$ cat config.mk
export PLATFORM = sky130hd
export DESIGN_NAME = irf_idle_ctrl
export DESIGN_NICKNAME = d
export VERILOG_FILES = /design/src/inc/irf_pkg.sv /design/src/design/irf_delay_timer.sv /design/src/design/irf_idle_ctrl.sv
export SDC_FILE = /design/constraint.sdc
export NUM_CORES = 1
export LEC_CHECK = 0
export BUFFER_PORTS_ARGS = -buffer_cell sky130_fd_sc_hd__buf_4
export CORE_MARGIN = 2
export CORE_UTILIZATION = 50
export CTS_CLUSTER_SIZE = 40
export DETAILED_ROUTE_END_ITERATION = 10
export MAX_ROUTING_LAYER = met4
export PLACE_DENSITY = 0.86
export SYNTH_ARGS = -nofsm -noshare
export SYNTH_HDL_FRONTEND = slang
export SYNTH_SLANG_ARGS = --single-unit
$ cat constraint.sdc
create_clock -name aclk -period 2.51 [get_ports aclk]
set_input_delay 0.1255 -clock aclk [delete_from_list [all_inputs] [get_ports aclk]]
set_output_delay 0.1255 -clock aclk [all_outputs]
set_load 0.01 [all_outputs]
$ cat src/inc/irf_pkg.sv
// Purpose: Shared constants and types for the idle mode and reset flag block
// Assumes: 250 MHz aclk, AXI4-Lite register access
// Notes:   Offsets are byte addresses of aligned 32-bit words
package irf_pkg;

	// Clock and timing
	localparam int CLK_PERIOD_NS      = 4;
	localparam int CPU_START_DELAY_NS = 20;
	localparam int CSD_CYC = (CPU_START_DELAY_NS + CLK_PERIOD_NS - 1) / CLK_PERIOD_NS;
	localparam int OST_CYC = 1024;
	localparam int TMR_W   = 11;

	// Register offsets
	localparam logic [7:0] RCTL_OFS = 8'h00;
	localparam logic [7:0] PCTL_OFS = 8'h04;
	localparam logic [7:0] STAT_OFS = 8'h08;

	// reset_control_reg fields
	localparam int BIT_IRQ_PRIORITY_ENABLE = 7;
	localparam int BIT_CM   = 5;
	localparam int BIT_RI   = 4;
	localparam int BIT_TO   = 3;
	localparam int BIT_PD   = 2;
	localparam int BIT_POR  = 1;
	localparam int BIT_BOR  = 0;
	localparam logic [7:0] RCTL_RST   = 8'h3c;
	localparam logic [7:0] RCTL_WMASK = 8'hb3;

	// power_control fields
	localparam int PC_SCS_LSB  = 0;
	localparam int PC_IDLE_ON_SLEEP_SELECT    = 2;
	localparam int PC_SOSC_EN  = 3;
	localparam int PC_WDT_EN   = 4;
	localparam int PC_FSCM_EN  = 5;
	localparam int PC_PRIMARY_OSC_CONFIG_LSB = 6;
	localparam logic [7:0] PCTL_RST = 8'h02;

	// system_clock_select codes
	localparam logic [1:0] SCS_RC  = 2'h0;
	localparam logic [1:0] SCS_SEC = 2'h1;
	localparam logic [1:0] SCS_PRI = 2'h2;

	// primary_osc_config codes
	localparam logic [1:0] PRIMARY_OSC_CONFIG_EC    = 2'h2;
	localparam logic [1:0] PRIMARY_OSC_CONFIG_EXTERNAL_CLOCK_PLL_MODE = 2'h3;

	// AXI responses
	localparam logic [1:0] RESP_OKAY   = 2'h0;
	localparam logic [1:0] RESP_SLVERR = 2'h2;

	typedef enum logic [2:0] {
		M_RUN      = 3'h0,
		M_SEC_WAIT = 3'h1,
		M_IDLE     = 3'h2,
		M_SLEEP    = 3'h3,
		M_OST      = 3'h4,
		M_CSD      = 3'h5
	} irf_mode_t;

	typedef enum logic [1:0] {
		SRC_RC  = 2'h0,
		SRC_SEC = 2'h1,
		SRC_PRI = 2'h2
	} irf_src_t;

endpackage : irf_pkg

$ cat src/design/irf_delay_timer.sv
// Purpose: Down counter for start-up and CPU start delays
// Assumes: start is a one-cycle pulse, load at least one
// Notes:   done pulses one cycle after the last counted cycle
`timescale 1ns/10ps
module irf_delay_timer #(
	parameter int CW = 11
) (
	// Clock and reset
	input  wire logic          aclk,
	input  wire logic          aresetn,
	// Control
	input  wire logic          start,
	input  wire logic [CW-1:0] load,
	// Status
	output logic               busy,
	output logic               done
);
	typedef struct packed {
		logic [CW-1:0] cnt;
		logic          busy;
		logic          done;
	} irf_tmr_t;

	irf_tmr_t s_q;
	irf_tmr_t s_d;

	always_comb begin
		s_d      = s_q;
		s_d.done = 1'b0;
		if (start) begin
			s_d.cnt  = load;
			s_d.busy = 1'b1;
		end else if (s_q.busy) begin
			if (s_q.cnt <= CW'(1)) begin
				s_d.busy = 1'b0;
				s_d.done = 1'b1;
				s_d.cnt  = '0;
			end else begin
				s_d.cnt = s_q.cnt - CW'(1);
			end
		end
	end

	always_ff @(posedge aclk) begin
		if (!aresetn) begin
			s_q <= '0;
		end else begin
			s_q <= s_d;
		end
	end

	assign busy = s_q.busy;
	assign done = s_q.done;
endmodule : irf_delay_timer

$ cat src/design/irf_idle_ctrl.sv
// Purpose: Idle mode entry and wake sequencing with reset cause flags
// Assumes: Core gives one-cycle pulses for sleep and watchdog clear
// Notes:   aresetn acts as the power-on reset of this block
// Notes on behaviour
// - Primary idle: CPU off, peripherals on primary
// - Primary idle wake: CPU on primary after delay
// - Secondary idle: primary off, secondary status set
// - Secondary idle wake: stay on secondary oscillator
// - Secondary disabled ignores sleep; wait until running
// - Internal idle: peripherals on internal, primary off
// - Internal oscillator kept by watchdog or monitor
// - Wake only on interrupt, reset, watchdog
// - Enabled interrupt flag starts the exit
// - Branch to vector only if global enable
// - Fixed start delay, then execution resumes
// - Watchdog wakes when idle, resets when running
// - Sleep, clear, clock loss clear watchdog
// - Reset exit runs from internal oscillator
// - No start-up timer for primary idle or external
// - Bit 7 priority enable, bit 6 reads zero
// - Mismatch reset clears bit 5
// - Reset instruction clears bit 4
// - Bit 3 read-only timeout flag
// - Bit 2 read-only power-down flag
// - Power-on reset clears bit 1
// - Brown-out clears bit 0; held without regulator
// - Power-on flag untouched by other resets
//
// Added by the designer: register access over AXI4-Lite and the placing of the registers.
`timescale 1ns/10ps
module irf_idle_ctrl
	import irf_pkg::*;
#(
	parameter int OST_CYCLES = irf_pkg::OST_CYC,
	parameter int NIRQ       = 8
) (
	// Clock and reset
	input  wire logic            aclk,
	input  wire logic            aresetn,
	// AXI4-Lite write address
	input  wire logic [7:0]      s_axi_awaddr,
	input  wire logic            s_axi_awvalid,
	output logic                 s_axi_awready,
	// AXI4-Lite write data
	input  wire logic [31:0]     s_axi_wdata,
	input  wire logic [3:0]      s_axi_wstrb,
	input  wire logic            s_axi_wvalid,
	output logic                 s_axi_wready,
	// AXI4-Lite write response
	output logic [1:0]           s_axi_bresp,
	output logic                 s_axi_bvalid,
	input  wire logic            s_axi_bready,
	// AXI4-Lite read address
	input  wire logic [7:0]      s_axi_araddr,
	input  wire logic            s_axi_arvalid,
	output logic                 s_axi_arready,
	// AXI4-Lite read data
	output logic [31:0]          s_axi_rdata,
	output logic [1:0]           s_axi_rresp,
	output logic                 s_axi_rvalid,
	input  wire logic            s_axi_rready,
	// Core events
	input  wire logic            sleep_instr,
	input  wire logic            watchdog_clear_instr,
	input  wire logic            global_irq_enable,
	input  wire logic [NIRQ-1:0] irq_flags,
	input  wire logic [NIRQ-1:0] irq_enables,
	// Reset and watchdog events
	input  wire logic            wdt_timeout,
	input  wire logic            clock_loss,
	input  wire logic            mclr_reset,
	input  wire logic            brownout_reset,
	input  wire logic            config_mismatch_reset,
	input  wire logic            reset_instr,
	input  wire logic            regulator_enable,
	// Oscillator status
	input  wire logic            secondary_osc_ready,
	// Clock control
	output logic                 cpu_clk_en,
	output logic                 periph_clk_en,
	output logic [1:0]           periph_clk_sel,
	output logic                 primary_osc_en,
	output logic                 internal_osc_en,
	output logic                 primary_clock_status,
	output logic                 secondary_osc_running,
	output logic                 irq_priority_enable,
	// Core control
	output logic                 cpu_resume,
	output logic                 branch_to_vector,
	output logic                 wdt_clear,
	output logic                 wdt_reset_req
);
	import irf_pkg::*;

	typedef struct packed {
		irf_mode_t   mode;
		irf_src_t    src;
		logic        irq_wake;
		logic [7:0]  rctl;
		logic [7:0]  pctl;
		logic        resume;
		logic        branch;
		logic        wclr;
		logic        wrst;
		logic        bvalid;
		logic [1:0]  bresp;
		logic        rvalid;
		logic [1:0]  rresp;
		logic [31:0] rdata;
	} irf_state_t;

	irf_state_t s_q;
	irf_state_t s_d;

	logic             tmr_start;
	logic [TMR_W-1:0] tmr_load;
	logic             tmr_busy;
	logic             tmr_done;
	logic             wr_go;
	logic             low_power;
	logic             irq_hit;
	logic             wake;
	logic             hw_reset;
	logic [1:0]       system_clock_select;
	logic [1:0]       primary_osc_config;

	// Register select: 0 reset ctrl, 1 power ctrl, 2 status, 3 none
	function automatic logic [1:0] reg_sel(input logic [7:0] addr);
		logic [1:0] r;
		r = 2'h3;
		if (addr == RCTL_OFS) begin
			r = 2'h0;
		end else if (addr == PCTL_OFS) begin
			r = 2'h1;
		end else if (addr == STAT_OFS) begin
			r = 2'h2;
		end
		return r;
	endfunction : reg_sel

	// Clock source for a select code
	function automatic irf_src_t scs_src(input logic [1:0] sel);
		irf_src_t r;
		r = SRC_RC;
		if (sel == SCS_PRI) begin
			r = SRC_PRI;
		end else if (sel == SCS_SEC) begin
			r = SRC_SEC;
		end
		return r;
	endfunction : scs_src

	irf_delay_timer #(
		.CW (TMR_W)
	) u_tmr (
		.aclk    (aclk),
		.aresetn (aresetn),
		.start   (tmr_start),
		.load    (tmr_load),
		.busy    (tmr_busy),
		.done    (tmr_done)
	);

	assign system_clock_select       = s_q.pctl[PC_SCS_LSB +: 2];
	assign primary_osc_config      = s_q.pctl[PC_PRIMARY_OSC_CONFIG_LSB +: 2];
	assign low_power = (s_q.mode == M_IDLE) || (s_q.mode == M_SLEEP) ||
		(s_q.mode == M_SEC_WAIT);
	assign irq_hit   = |(irq_flags & irq_enables);
	assign wake      = low_power && (irq_hit || wdt_timeout);
	assign hw_reset  = mclr_reset || brownout_reset || config_mismatch_reset ||
		reset_instr;
	assign wr_go     = s_axi_awvalid && s_axi_wvalid && !s_q.bvalid;

	always_comb begin
		s_d        = s_q;
		s_d.resume = 1'b0;
		s_d.branch = 1'b0;
		s_d.wclr   = 1'b0;
		s_d.wrst   = 1'b0;
		tmr_start  = 1'b0;
		tmr_load   = TMR_W'(CSD_CYC);

		// Software register writes
		if (wr_go) begin
			s_d.bvalid = 1'b1;
			s_d.bresp  = RESP_OKAY;
			case (reg_sel(s_axi_awaddr))
				2'h0: begin
					if (s_axi_wstrb[0]) begin
						s_d.rctl = (s_q.rctl & ~RCTL_WMASK) |
							(s_axi_wdata[7:0] & RCTL_WMASK);
					end
				end
				2'h1: begin
					if (s_axi_wstrb[0]) begin
						s_d.pctl = s_axi_wdata[7:0];
					end
				end
				2'h2: begin
					s_d.bresp = RESP_OKAY;
				end
				default: begin
					s_d.bresp = RESP_SLVERR;
				end
			endcase
		end else if (s_q.bvalid && s_axi_bready) begin
			s_d.bvalid = 1'b0;
		end

		// Register reads
		if (s_axi_arvalid && !s_q.rvalid) begin
			s_d.rvalid = 1'b1;
			s_d.rresp  = RESP_OKAY;
			case (reg_sel(s_axi_araddr))
				2'h0: s_d.rdata = {24'h000000, s_q.rctl};
				2'h1: s_d.rdata = {24'h000000, s_q.pctl};
				2'h2: s_d.rdata = {24'h000000, tmr_busy, secondary_osc_running,
					primary_clock_status, s_q.src, s_q.mode};
				default: begin
					s_d.rdata = 32'h00000000;
					s_d.rresp = RESP_SLVERR;
				end
			endcase
		end else if (s_q.rvalid && s_axi_rready) begin
			s_d.rvalid = 1'b0;
		end

		// Mode sequencing
		case (s_q.mode)
			M_RUN: begin
				if (sleep_instr) begin
					s_d.wclr = 1'b1;
					if (!s_q.pctl[PC_IDLE_ON_SLEEP_SELECT]) begin
						s_d.mode = M_SLEEP;
					end else if (system_clock_select == SCS_PRI) begin
						s_d.mode = M_IDLE;
						s_d.src  = SRC_PRI;
					end else if (system_clock_select == SCS_SEC) begin
						if (s_q.pctl[PC_SOSC_EN]) begin
							s_d.src  = SRC_SEC;
							s_d.mode = secondary_osc_ready ? M_IDLE : M_SEC_WAIT;
						end
					end else begin
						s_d.mode = M_IDLE;
						s_d.src  = SRC_RC;
					end
				end else if (wdt_timeout) begin
					s_d.wrst = 1'b1;
				end
			end
			M_SEC_WAIT, M_IDLE, M_SLEEP: begin
				if (wake) begin
					s_d.irq_wake = irq_hit;
					if (s_q.mode == M_SLEEP) begin
						s_d.src = scs_src(system_clock_select);
					end
					if ((s_q.mode == M_SLEEP) && (scs_src(system_clock_select) == SRC_PRI) &&
						(primary_osc_config != PRIMARY_OSC_CONFIG_EC) && (primary_osc_config != PRIMARY_OSC_CONFIG_EXTERNAL_CLOCK_PLL_MODE)) begin
						s_d.mode  = M_OST;
						tmr_start = 1'b1;
						tmr_load  = TMR_W'(OST_CYCLES);
					end else begin
						s_d.mode  = M_CSD;
						tmr_start = 1'b1;
					end
				end else if ((s_q.mode == M_SEC_WAIT) && secondary_osc_ready) begin
					s_d.mode = M_IDLE;
				end
			end
			M_OST: begin
				if (tmr_done) begin
					s_d.mode  = M_CSD;
					tmr_start = 1'b1;
				end
			end
			M_CSD: begin
				if (tmr_done) begin
					s_d.mode   = M_RUN;
					s_d.resume = 1'b1;
					s_d.branch = s_q.irq_wake && global_irq_enable;
				end
			end
			default: begin
				s_d.mode = M_RUN;
			end
		endcase

		// Reset ends any low power mode on the internal oscillator
		if (hw_reset && (s_q.mode != M_RUN)) begin
			s_d.mode   = M_RUN;
			s_d.src    = SRC_RC;
			s_d.resume = 1'b0;
			s_d.branch = 1'b0;
		end

		// Watchdog clear on instruction or lost clock
		if (watchdog_clear_instr || (s_q.pctl[PC_FSCM_EN] && clock_loss)) begin
			s_d.wclr = 1'b1;
		end

		// Hardware flag updates win over software writes
		if (watchdog_clear_instr) begin
			s_d.rctl[BIT_TO] = 1'b1;
			s_d.rctl[BIT_PD] = 1'b1;
		end
		if (sleep_instr && (s_q.mode == M_RUN)) begin
			s_d.rctl[BIT_TO] = 1'b1;
			s_d.rctl[BIT_PD] = 1'b0;
		end
		if (wdt_timeout) begin
			s_d.rctl[BIT_TO] = 1'b0;
		end
		if (config_mismatch_reset) begin
			s_d.rctl[BIT_CM] = 1'b0;
		end
		if (reset_instr) begin
			s_d.rctl[BIT_RI] = 1'b0;
		end
		if (brownout_reset || !regulator_enable) begin
			s_d.rctl[BIT_BOR] = 1'b0;
		end
		s_d.rctl[6] = 1'b0;
	end

	always_ff @(posedge aclk) begin
		if (!aresetn) begin
			s_q      <= '0;
			s_q.mode <= M_RUN;
			s_q.src  <= SRC_PRI;
			s_q.rctl <= RCTL_RST;
			s_q.pctl <= PCTL_RST;
		end else begin
			s_q <= s_d;
		end
	end

	// Bus handshakes
	assign s_axi_awready = wr_go;
	assign s_axi_wready  = wr_go;
	assign s_axi_bvalid  = s_q.bvalid;
	assign s_axi_bresp   = s_q.bresp;
	assign s_axi_arready = !s_q.rvalid;
	assign s_axi_rvalid  = s_q.rvalid;
	assign s_axi_rresp   = s_q.rresp;
	assign s_axi_rdata   = s_q.rdata;

	// Clock gating and status
	assign cpu_clk_en            = (s_q.mode == M_RUN);
	assign periph_clk_en         = (s_q.mode == M_RUN) || (s_q.mode == M_IDLE) ||
		(s_q.mode == M_CSD);
	assign periph_clk_sel        = s_q.src;
	assign primary_osc_en        = ((s_q.src == SRC_PRI) && (s_q.mode != M_SLEEP)) ||
		(s_q.mode == M_OST);
	assign internal_osc_en       = ((s_q.src == SRC_RC) && (s_q.mode != M_SLEEP)) ||
		s_q.pctl[PC_WDT_EN] || s_q.pctl[PC_FSCM_EN];
	assign primary_clock_status  = (s_q.src == SRC_PRI) && (s_q.mode != M_SLEEP) &&
		(s_q.mode != M_OST);
	assign secondary_osc_running = (s_q.src == SRC_SEC) && (s_q.mode != M_SLEEP);
	assign irq_priority_enable   = s_q.rctl[BIT_IRQ_PRIORITY_ENABLE];
	assign cpu_resume            = s_q.resume;
	assign branch_to_vector      = s_q.branch;
	assign wdt_clear             = s_q.wclr;
	assign wdt_reset_req         = s_q.wrst;
endmodule : irf_idle_ctrl

==> insert_results.sql, run 1 <==
INSERT INTO impl_metrics (metric_group, metric, value, unit) VALUES
('yosys', 'async_flop_share', '0', ''),
('yosys', 'ys_seq_elements', '50', ''),
('drt', 'via_per_inst', '5.27', ''),
('floorplan', 'placeableCoreArea', '5510', 'µm²'),
('global_routing', 'total_global_routing_track_utilization', '0.225', ''),
('drt', 'via_count', '2567', ''),
('layout', 'nets', '502', ''),
('clock_network', 'cts.reportedPaths.clkPinSlew', '0.09', 'ns'),
('sta', 'fin_worst_skew', '0.0112', 'ns'),
('global_routing', 'grt_overflow_total', '0', ''),
('sta', 'tightest_slew', '0.646', 'ns'),
('clock_network', 'clk_root_buffer_cell', 'clkbuf_8', ''),
('floorplan', 'initial_core_util', '0.517', ''),
('worst_setup_path', 'timing.critical_path.arrival', '2.16', 'ns'),
('sta', 'setup-violations-final', '0', ''),
('place', 'dp_cells', '477', ''),
('layout', 'num_antenna_cells', '0', ''),
('layout', 'syn2layout_area_growth', '20.9', '%'),
('job', 'max-cap-violations', '0', ''),
('drt', 'detail_route.wl_per_cell', '13.5', 'µm'),
('yosys', 'synth.yosys.warnings', '0', ''),
('yosys', 'synth_edf_count', '0', ''),
('power_and_ir_drop', 'power_density_cells', '813', 'nW/µm²'),
('hold_path', 'hold_class', 'input pin to register', ''),
('sta', 'hold_violations', '0', ''),
('yosys', 'post-synth-top-area-cell', 'dfxtp_1', ''),
('place', 'portBuffers', '86', ''),
('global_routing', 'grt_pass1_wl', '11200', 'µm'),
('worst_setup_path', 'critPathMaxStageDelay', '0.51', 'ns'),
('place', 'finalWeightedCongestion', '0.857', ''),
('clock_network', 'cts_sinks', '50', ''),
('worst_setup_path', 'crit_path_required_time', '2.70', 'ns'),
('sta', 'maximum_operating_frequency', '507', 'MHz'),
('yosys', 'post_synth_most_frequent_cells', '50 x dfxtp_1, 39 x buf_4, 38 x nand2_1', ''),
('sta', 'rsz0062_at_grt', 'false', ''),
('drt', 'drt-initial-drc-count', '278', ''),
('clock_network', 'cts_buffers', '5', ''),
('yosys', 'synth_cell_types', '54', ''),
('worst_setup_path', 'worstPathBufferInverterCount', '1', ''),
('worst_setup_path', 'crit_path_cell_trace', 'inv_1 -> ha_1 -> nor3b_1 -> nand3_1 -> xnor2_1 -> a21oi_1 -> nand2_1 -> o311a_1', ''),
('yosys', 'synth_simple_gate_area_frac', '0.228', ''),
('floorplan', 'die-height', '79.5', 'µm'),
('worst_setup_path', 'worst_setup_path_end_kind', 'register', ''),
('layout', 'stdcell_count', '487', ''),
('floorplan', 'num_rows', '27', ''),
('place', 'hpwlAfterDp', '5110', 'µm'),
('worst_setup_path', 'path_delay_family', 'simple AND/OR/NAND/NOR gates', ''),
('yosys', 'yosys.cell_count.top_type', 'dfxtp_1', ''),
('yosys', 'netlist.area_leader.share', '0.351', ''),
('clock_network', 'clkLatencyLatePin', '0.30', 'ns'),
('sta', 'worst_slew_margin_rel', '0.564', ''),
('yosys', 'post_synth_instance_area', '2850', 'µm²'),
('floorplan', 'die_w', '79.5', 'µm'),
('outcome', 'status', 'finished clean', ''),
('drt', 'drt_pre_antenna_iters', '4', ''),
('yosys', 'synthXorXnorAreaFrac', '0.00615', ''),
('worst_setup_path', 'crit_path_max_fanout', '7', ''),
('power_and_ir_drop', 'post-layout-total-power', '2800', 'µW'),
('sta', 'finalMaxSlewViolations', '0', ''),
('clock_network', 'clock_path_buffers', '2', ''),
('worst_setup_path', 'category_of_the_critical_setup_timing_path', 'register to register', ''),
('clock_network', 'ctsResizeCount', '0', ''),
('global_routing', 'number_of_global_route_vias_before_repair', '2367', ''),
('yosys', 'postSynthCellCount', '345', ''),
('yosys', 'synth.area.mux_share', '0.0738', ''),
('global_routing', 'antenna_found_initial', '0', ''),
('worst_setup_path', 'critPathLaunchType', 'register', ''),
('yosys', 'synth_top_family_by_area', 'simple AND/OR/NAND/NOR gates', ''),
('layout', 'layout-drive-gt1-share', '0.255', ''),
('drt', 'post-route-drc-count', '0', ''),
('sta', 'hold_slack', '0.00575', 'ns');
[logic make-up after synthesis]
logic type / Yosys count
other cells: 1
simple gates: 120
flops: 50
compound gates: 84
buf+inv: 65
mux: 21
xor+xnor: 2
fa+ha+maj: 2
[final cells by class]
cell class                      instances  area (µm²)
Clock buffer                            6        72.6
Clock inverter                          2        13.8
Fill cell                             481        2060
Inverter                               12        45.0
Multi-Input combinational cell        255        1540
Sequential cell                        50        1000
Tap cell                               72        90.1
Timing Repair Buffer                   90         681
[stage by stage]
stage	instance area (µm²)	util	setup WS (ns)
global route	3440	0.625	0.307
floorplan	2940	-	0.835
CTS	3430	0.623	0.591
global placement	3340	0.606	0.627
finish	3440	0.625	0.538
detailed placement	3340	0.606	0.562
[report_power, final]
part,switching [µW],leakage [µW],internal [µW]
clock,270,0.0000452,197
combinational,703,0.00109,547
sequential,170,0.000408,913
total,1140,0.00155,1660
[final timing paths]
path	start	to	slack (ns)	depth (start not counted)
worst min-delay path	config_mismatch_reset	s_q[55]	0.006	2
worst max register to register	u_tmr.s_q[2]	u_tmr.s_q[12]	0.54	8
worst min register to register	u_tmr.s_q[8]	u_tmr.s_q[8]	0.47	2
worst max-delay path	u_tmr.s_q[2]	u_tmr.s_q[12]	0.54	8
[sequential cells by signal, summed over array words and instances, names as in the netlist, 2 cells and up]
signal,flops
periph_clk_sel,2
primary_osc_config,2
s_axi_rdata,8
s_q,16
u_tmr.s_q,11
[layout by cell type (no fill, tap or decap), drive strengths merged, types with 4 or more instances in the layout]
| cell | synthesis | layout |
|---|---|---|
| a211oi | 4 | 4 |
| a21oi | 15 | 15 |
| a22oi | 12 | 12 |
| a31oi | 6 | 6 |
| buf | 42 | 88 |
| clkbuf | 11 | 6 |
| conb | 1 | 26 |
| dfxtp | 50 | 50 |
| inv | 12 | 12 |
| mux2i | 21 | 21 |
| nand2 | 38 | 38 |
| nand2b | 6 | 6 |
| nand3 | 6 | 6 |
| nor2 | 16 | 16 |
| nor2b | 20 | 20 |
| nor3 | 11 | 11 |
| o21ai | 24 | 24 |
[what timing repair did]
| item | 4_1_cts | 5_1_grt |
|---|---|---|
| endpoints found under the setup margin | 0 | 0 |
| hold buffers | 1 | 1 |
| endpoints found under the hold margin | 1 | 1 |
| setup buffers | 0 | 0 |
[metal layers]
layer	up-vias	routed length (µm)	GRT usage
li1	1284	-	-
met1	1177	2900	0.294
met2	98	3210	0.375
met3	8	377	0.0283
met4	0	64	0.0517
met5	-	0	-
Power figures use the tool's default switching activity.
==> run 2: changes to the inputs <==
CORE_UTILIZATION = 42   (was 50)
PLACE_DENSITY = 0.77   (was 0.86)
clock period = 1.7 ns   (was 2.51 ns; I/O delays follow)
==> run 2 against run 1 <==
Effect of this change: clock power is 49% higher; cell count grew 7.2%; fmax increased by 20%; clock-buffer cell count is the same; total power grew 66%; largest cell class unchanged; utilization down 6.9 points; die area grew 18%; sequential power up 45%; clock skew down 0.0041 ns; critical path depth is 1 higher; via count up 4.2%; sequential share of layout area down 2.0 points.
==> insert_results.sql, run 2 (same netlist as run 1, synthesis figures left out) <==
INSERT INTO impl_metrics (metric_group, metric, value, unit) VALUES
('floorplan', 'die_w', '86.4', 'µm'),
('sta', 'hold_slack', '0.00896', 'ns'),
('clock_network', 'cts_sinks', '50', ''),
('layout', 'num_antenna_cells', '0', ''),
('worst_setup_path', 'worst_setup_path_end_kind', 'register', ''),
('global_routing', 'antenna_found_initial', '0', ''),
('layout', 'nets', '529', ''),
('power_and_ir_drop', 'worst_vdd_ir', '0.000699', 'V'),
('worst_setup_path', 'worst_reg2reg_startpoint', 'u_tmr.s_q[3]', ''),
('hold_path', 'min-delay-start', 'regulator_enable', ''),
('drt', 'drt-initial-drc-count', '200', ''),
('clock_network', 'htreeDepth', '2', ''),
('power_and_ir_drop', 'post-layout-total-power', '4650', 'µW'),
('global_routing', 'number_of_global_route_vias_before_repair', '2423', ''),
('drt', 'ant_nets', '0', ''),
('layout', 'layout-drive-gt1-share', '0.330', ''),
('drt', 'routed_wirelength', '7020', 'µm'),
('global_routing', 'total_global_routing_track_utilization', '0.194', ''),
('place', 'hpwlAfterDp', '5350', 'µm'),
('floorplan', 'die-height', '86.4', 'µm'),
('worst_setup_path', 'crit_path_max_fanout', '7', ''),
('clock_network', 'cts_tree', 'yes', ''),
('layout', 'largest_register_ff_count', '16', ''),
('global_routing', 'grt_pass1_wl', '11300', 'µm'),
('place', 'finalWeightedCongestion', '0.835', ''),
('job', 'max-cap-violations', '0', ''),
('power_and_ir_drop', 'cellLeakagePower', '0.00169', 'µW'),
('outcome', 'status', 'finished clean', ''),
('sta', 'final_period_minus_worst_setup_slack', '1.65', 'ns'),
('sta', 'fin_worst_skew', '0.00708', 'ns'),
('sta', 'timing.final.crit_share', '0.969', ''),
('drt', 'via_per_inst', '5.12', ''),
('power_and_ir_drop', 'power_density_cells', '1250', 'nW/µm²'),
('sta', 'setup_total_negative_slack', '0', 'ns'),
('place', 'portBuffers', '86', ''),
('layout', 'layout.area.seq', '1010', 'µm²'),
('layout', 'multiInputGateArea', '1590', 'µm²'),
('global_routing', 'maximum_number_of_pins_on_one_net_before_global_route_repair', '33', ''),
('floorplan', 'number_of_top_level_design_ports', '140', ''),
('worst_setup_path', 'crit_path_start', 'u_tmr.s_q[3]', ''),
('hold_path', 'hold_class', 'input pin to register', ''),
('sta', 'tightest_slew', '0.594', 'ns'),
('sta', 'worst_slew_margin_rel', '0.602', ''),
('floorplan', 'placeableCoreArea', '6680', 'µm²'),
('worst_setup_path', 'crit_path_required_time', '1.93', 'ns'),
('floorplan', 'initial_core_util', '0.426', ''),
('floorplan', 'num_rows', '30', ''),
('clock_network', 'cts_buffers', '5', ''),
('global_routing', 'grt_overflow_total', '0', ''),
('clock_network', 'clk_root_buffer_cell', 'clkbuf_8', ''),
('clock_network', 'cts.reportedPaths.clkPinSlew', '0.09', 'ns'),
('sta', 'rsz0062_at_grt', 'true', ''),
('clock_network', 'clkLatencyLatePin', '0.30', 'ns'),
('worst_setup_path', 'category_of_the_critical_setup_timing_path', 'register to register', ''),
('layout', 'num-fill-cells', '600', ''),
('layout', 'layout.cells.most_common_list', '112 x buf_4, 45 x dfxtp_1, 38 x nand2_1', ''),
('clock_network', 'clock_path_buffers', '2', ''),
('drt', 'drt_pre_antenna_iters', '4', ''),
('layout', 'layout.cells.most_common', 'buf_4', ''),
('sta', 'setup-violations-final', '0', ''),
('sta', 'hold_violations', '0', ''),
('drt', 'via_count', '2675', ''),
('sta', 'maximum_operating_frequency', '607', 'MHz'),
('floorplan', 'design.die.area', '7460', 'µm²'),
('drt', 'post-route-drc-count', '0', ''),
('worst_setup_path', 'timing.critical_path.arrival', '1.88', 'ns'),
('layout', 'syn2layout_area_growth', '30.4', '%'),
('layout', 'registers.top_by_ff_count', 's_q', ''),
('drt', 'detail_route.wl_per_cell', '13.5', 'µm'),
('sta', 'finalMaxSlewViolations', '0', ''),
('worst_setup_path', 'critPathLaunchType', 'register', '');
## run 2: changes by cell type in the layout (fill, tap and decap cells not counted), sizes merged
cell         previous run  this run
buf                    88       112
dlygate4sd3             2         5
## run 2: final cells by class
type / count / share of cell area
flip-flops and latches: 50 / 0.271
clock buffers: 6 / 0.0195
clock inverters: 2 / 0.00370
multi-input cells: 255 / 0.427
well taps: 80 / 0.0269
inverters: 12 / 0.0121
repair buffers: 117 / 0.240
## run 2: layer usage
metal,global-route usage,wire (µm),up-vias
met3,0.0381,342,5
met5,-,0,-
li1,-,-,1341
met1,0.247,3130,1240
met2,0.313,3480,89
met4,0.0554,74,0
## run 2: where the power goes
| part | internal [µW] | leakage [µW] | switching [µW] |
|---|---|---|---|
| combinational | 1170 | 0.00124 | 1210 |
| clock | 291 | 0.0000452 | 405 |
| sequential | 1360 | 0.000410 | 217 |
| total | 2820 | 0.00169 | 1830 |
## run 2: worst paths after layout
| kind | cells past startpoint | to | slack, ns |
|---|---|---|---|
| worst max-delay path | 9 | u_tmr.s_q[9] | 0.05 |
| worst min-delay path | 3 | s_q[50] | 0.009 |
| worst max register to register | 9 | u_tmr.s_q[9] | 0.05 |
| worst min register to register | 2 | s_q[58] | 0.46 |
## run 2: critical path, cell delays in order (launching register included)
cell,delay [ns]
dfxtp_2,0.34
inv_2,0.04
ha_2,0.15
o21bai_1,0.15
nand4_1,0.17
nand4_1,0.17
nor2_1,0.17
buf_4,0.16
a31oi_1,0.08
a31oi_1,0.14
## run 2: what timing repair did
| item | in CTS | in global routing |
|---|---|---|
| gates resized for setup | 3 | 14 |
| hold endpoints to repair | 4 | 1 |
| buffers inserted | 0 | 1 |
| gates cloned | 0 | 0 |
| setup endpoints to repair | 4 | 17 |
| pin swaps | 0 | 3 |
| hold buffers | 4 | 1 |
## run 2: metrics by stage
step | worst slack, ns | instance area [µm²] | util | instances
floorplan | 0.0249 | 2940 | - | 370
global placement | -0.0766 | 3520 | 0.527 | 508
detailed placement | -0.138 | 3520 | 0.527 | 508
CTS | 0.0385 | 3660 | 0.548 | 520
global route | -0.0427 | 3710 | 0.556 | 522
finish | 0.0525 | 3710 | 0.556 | 522
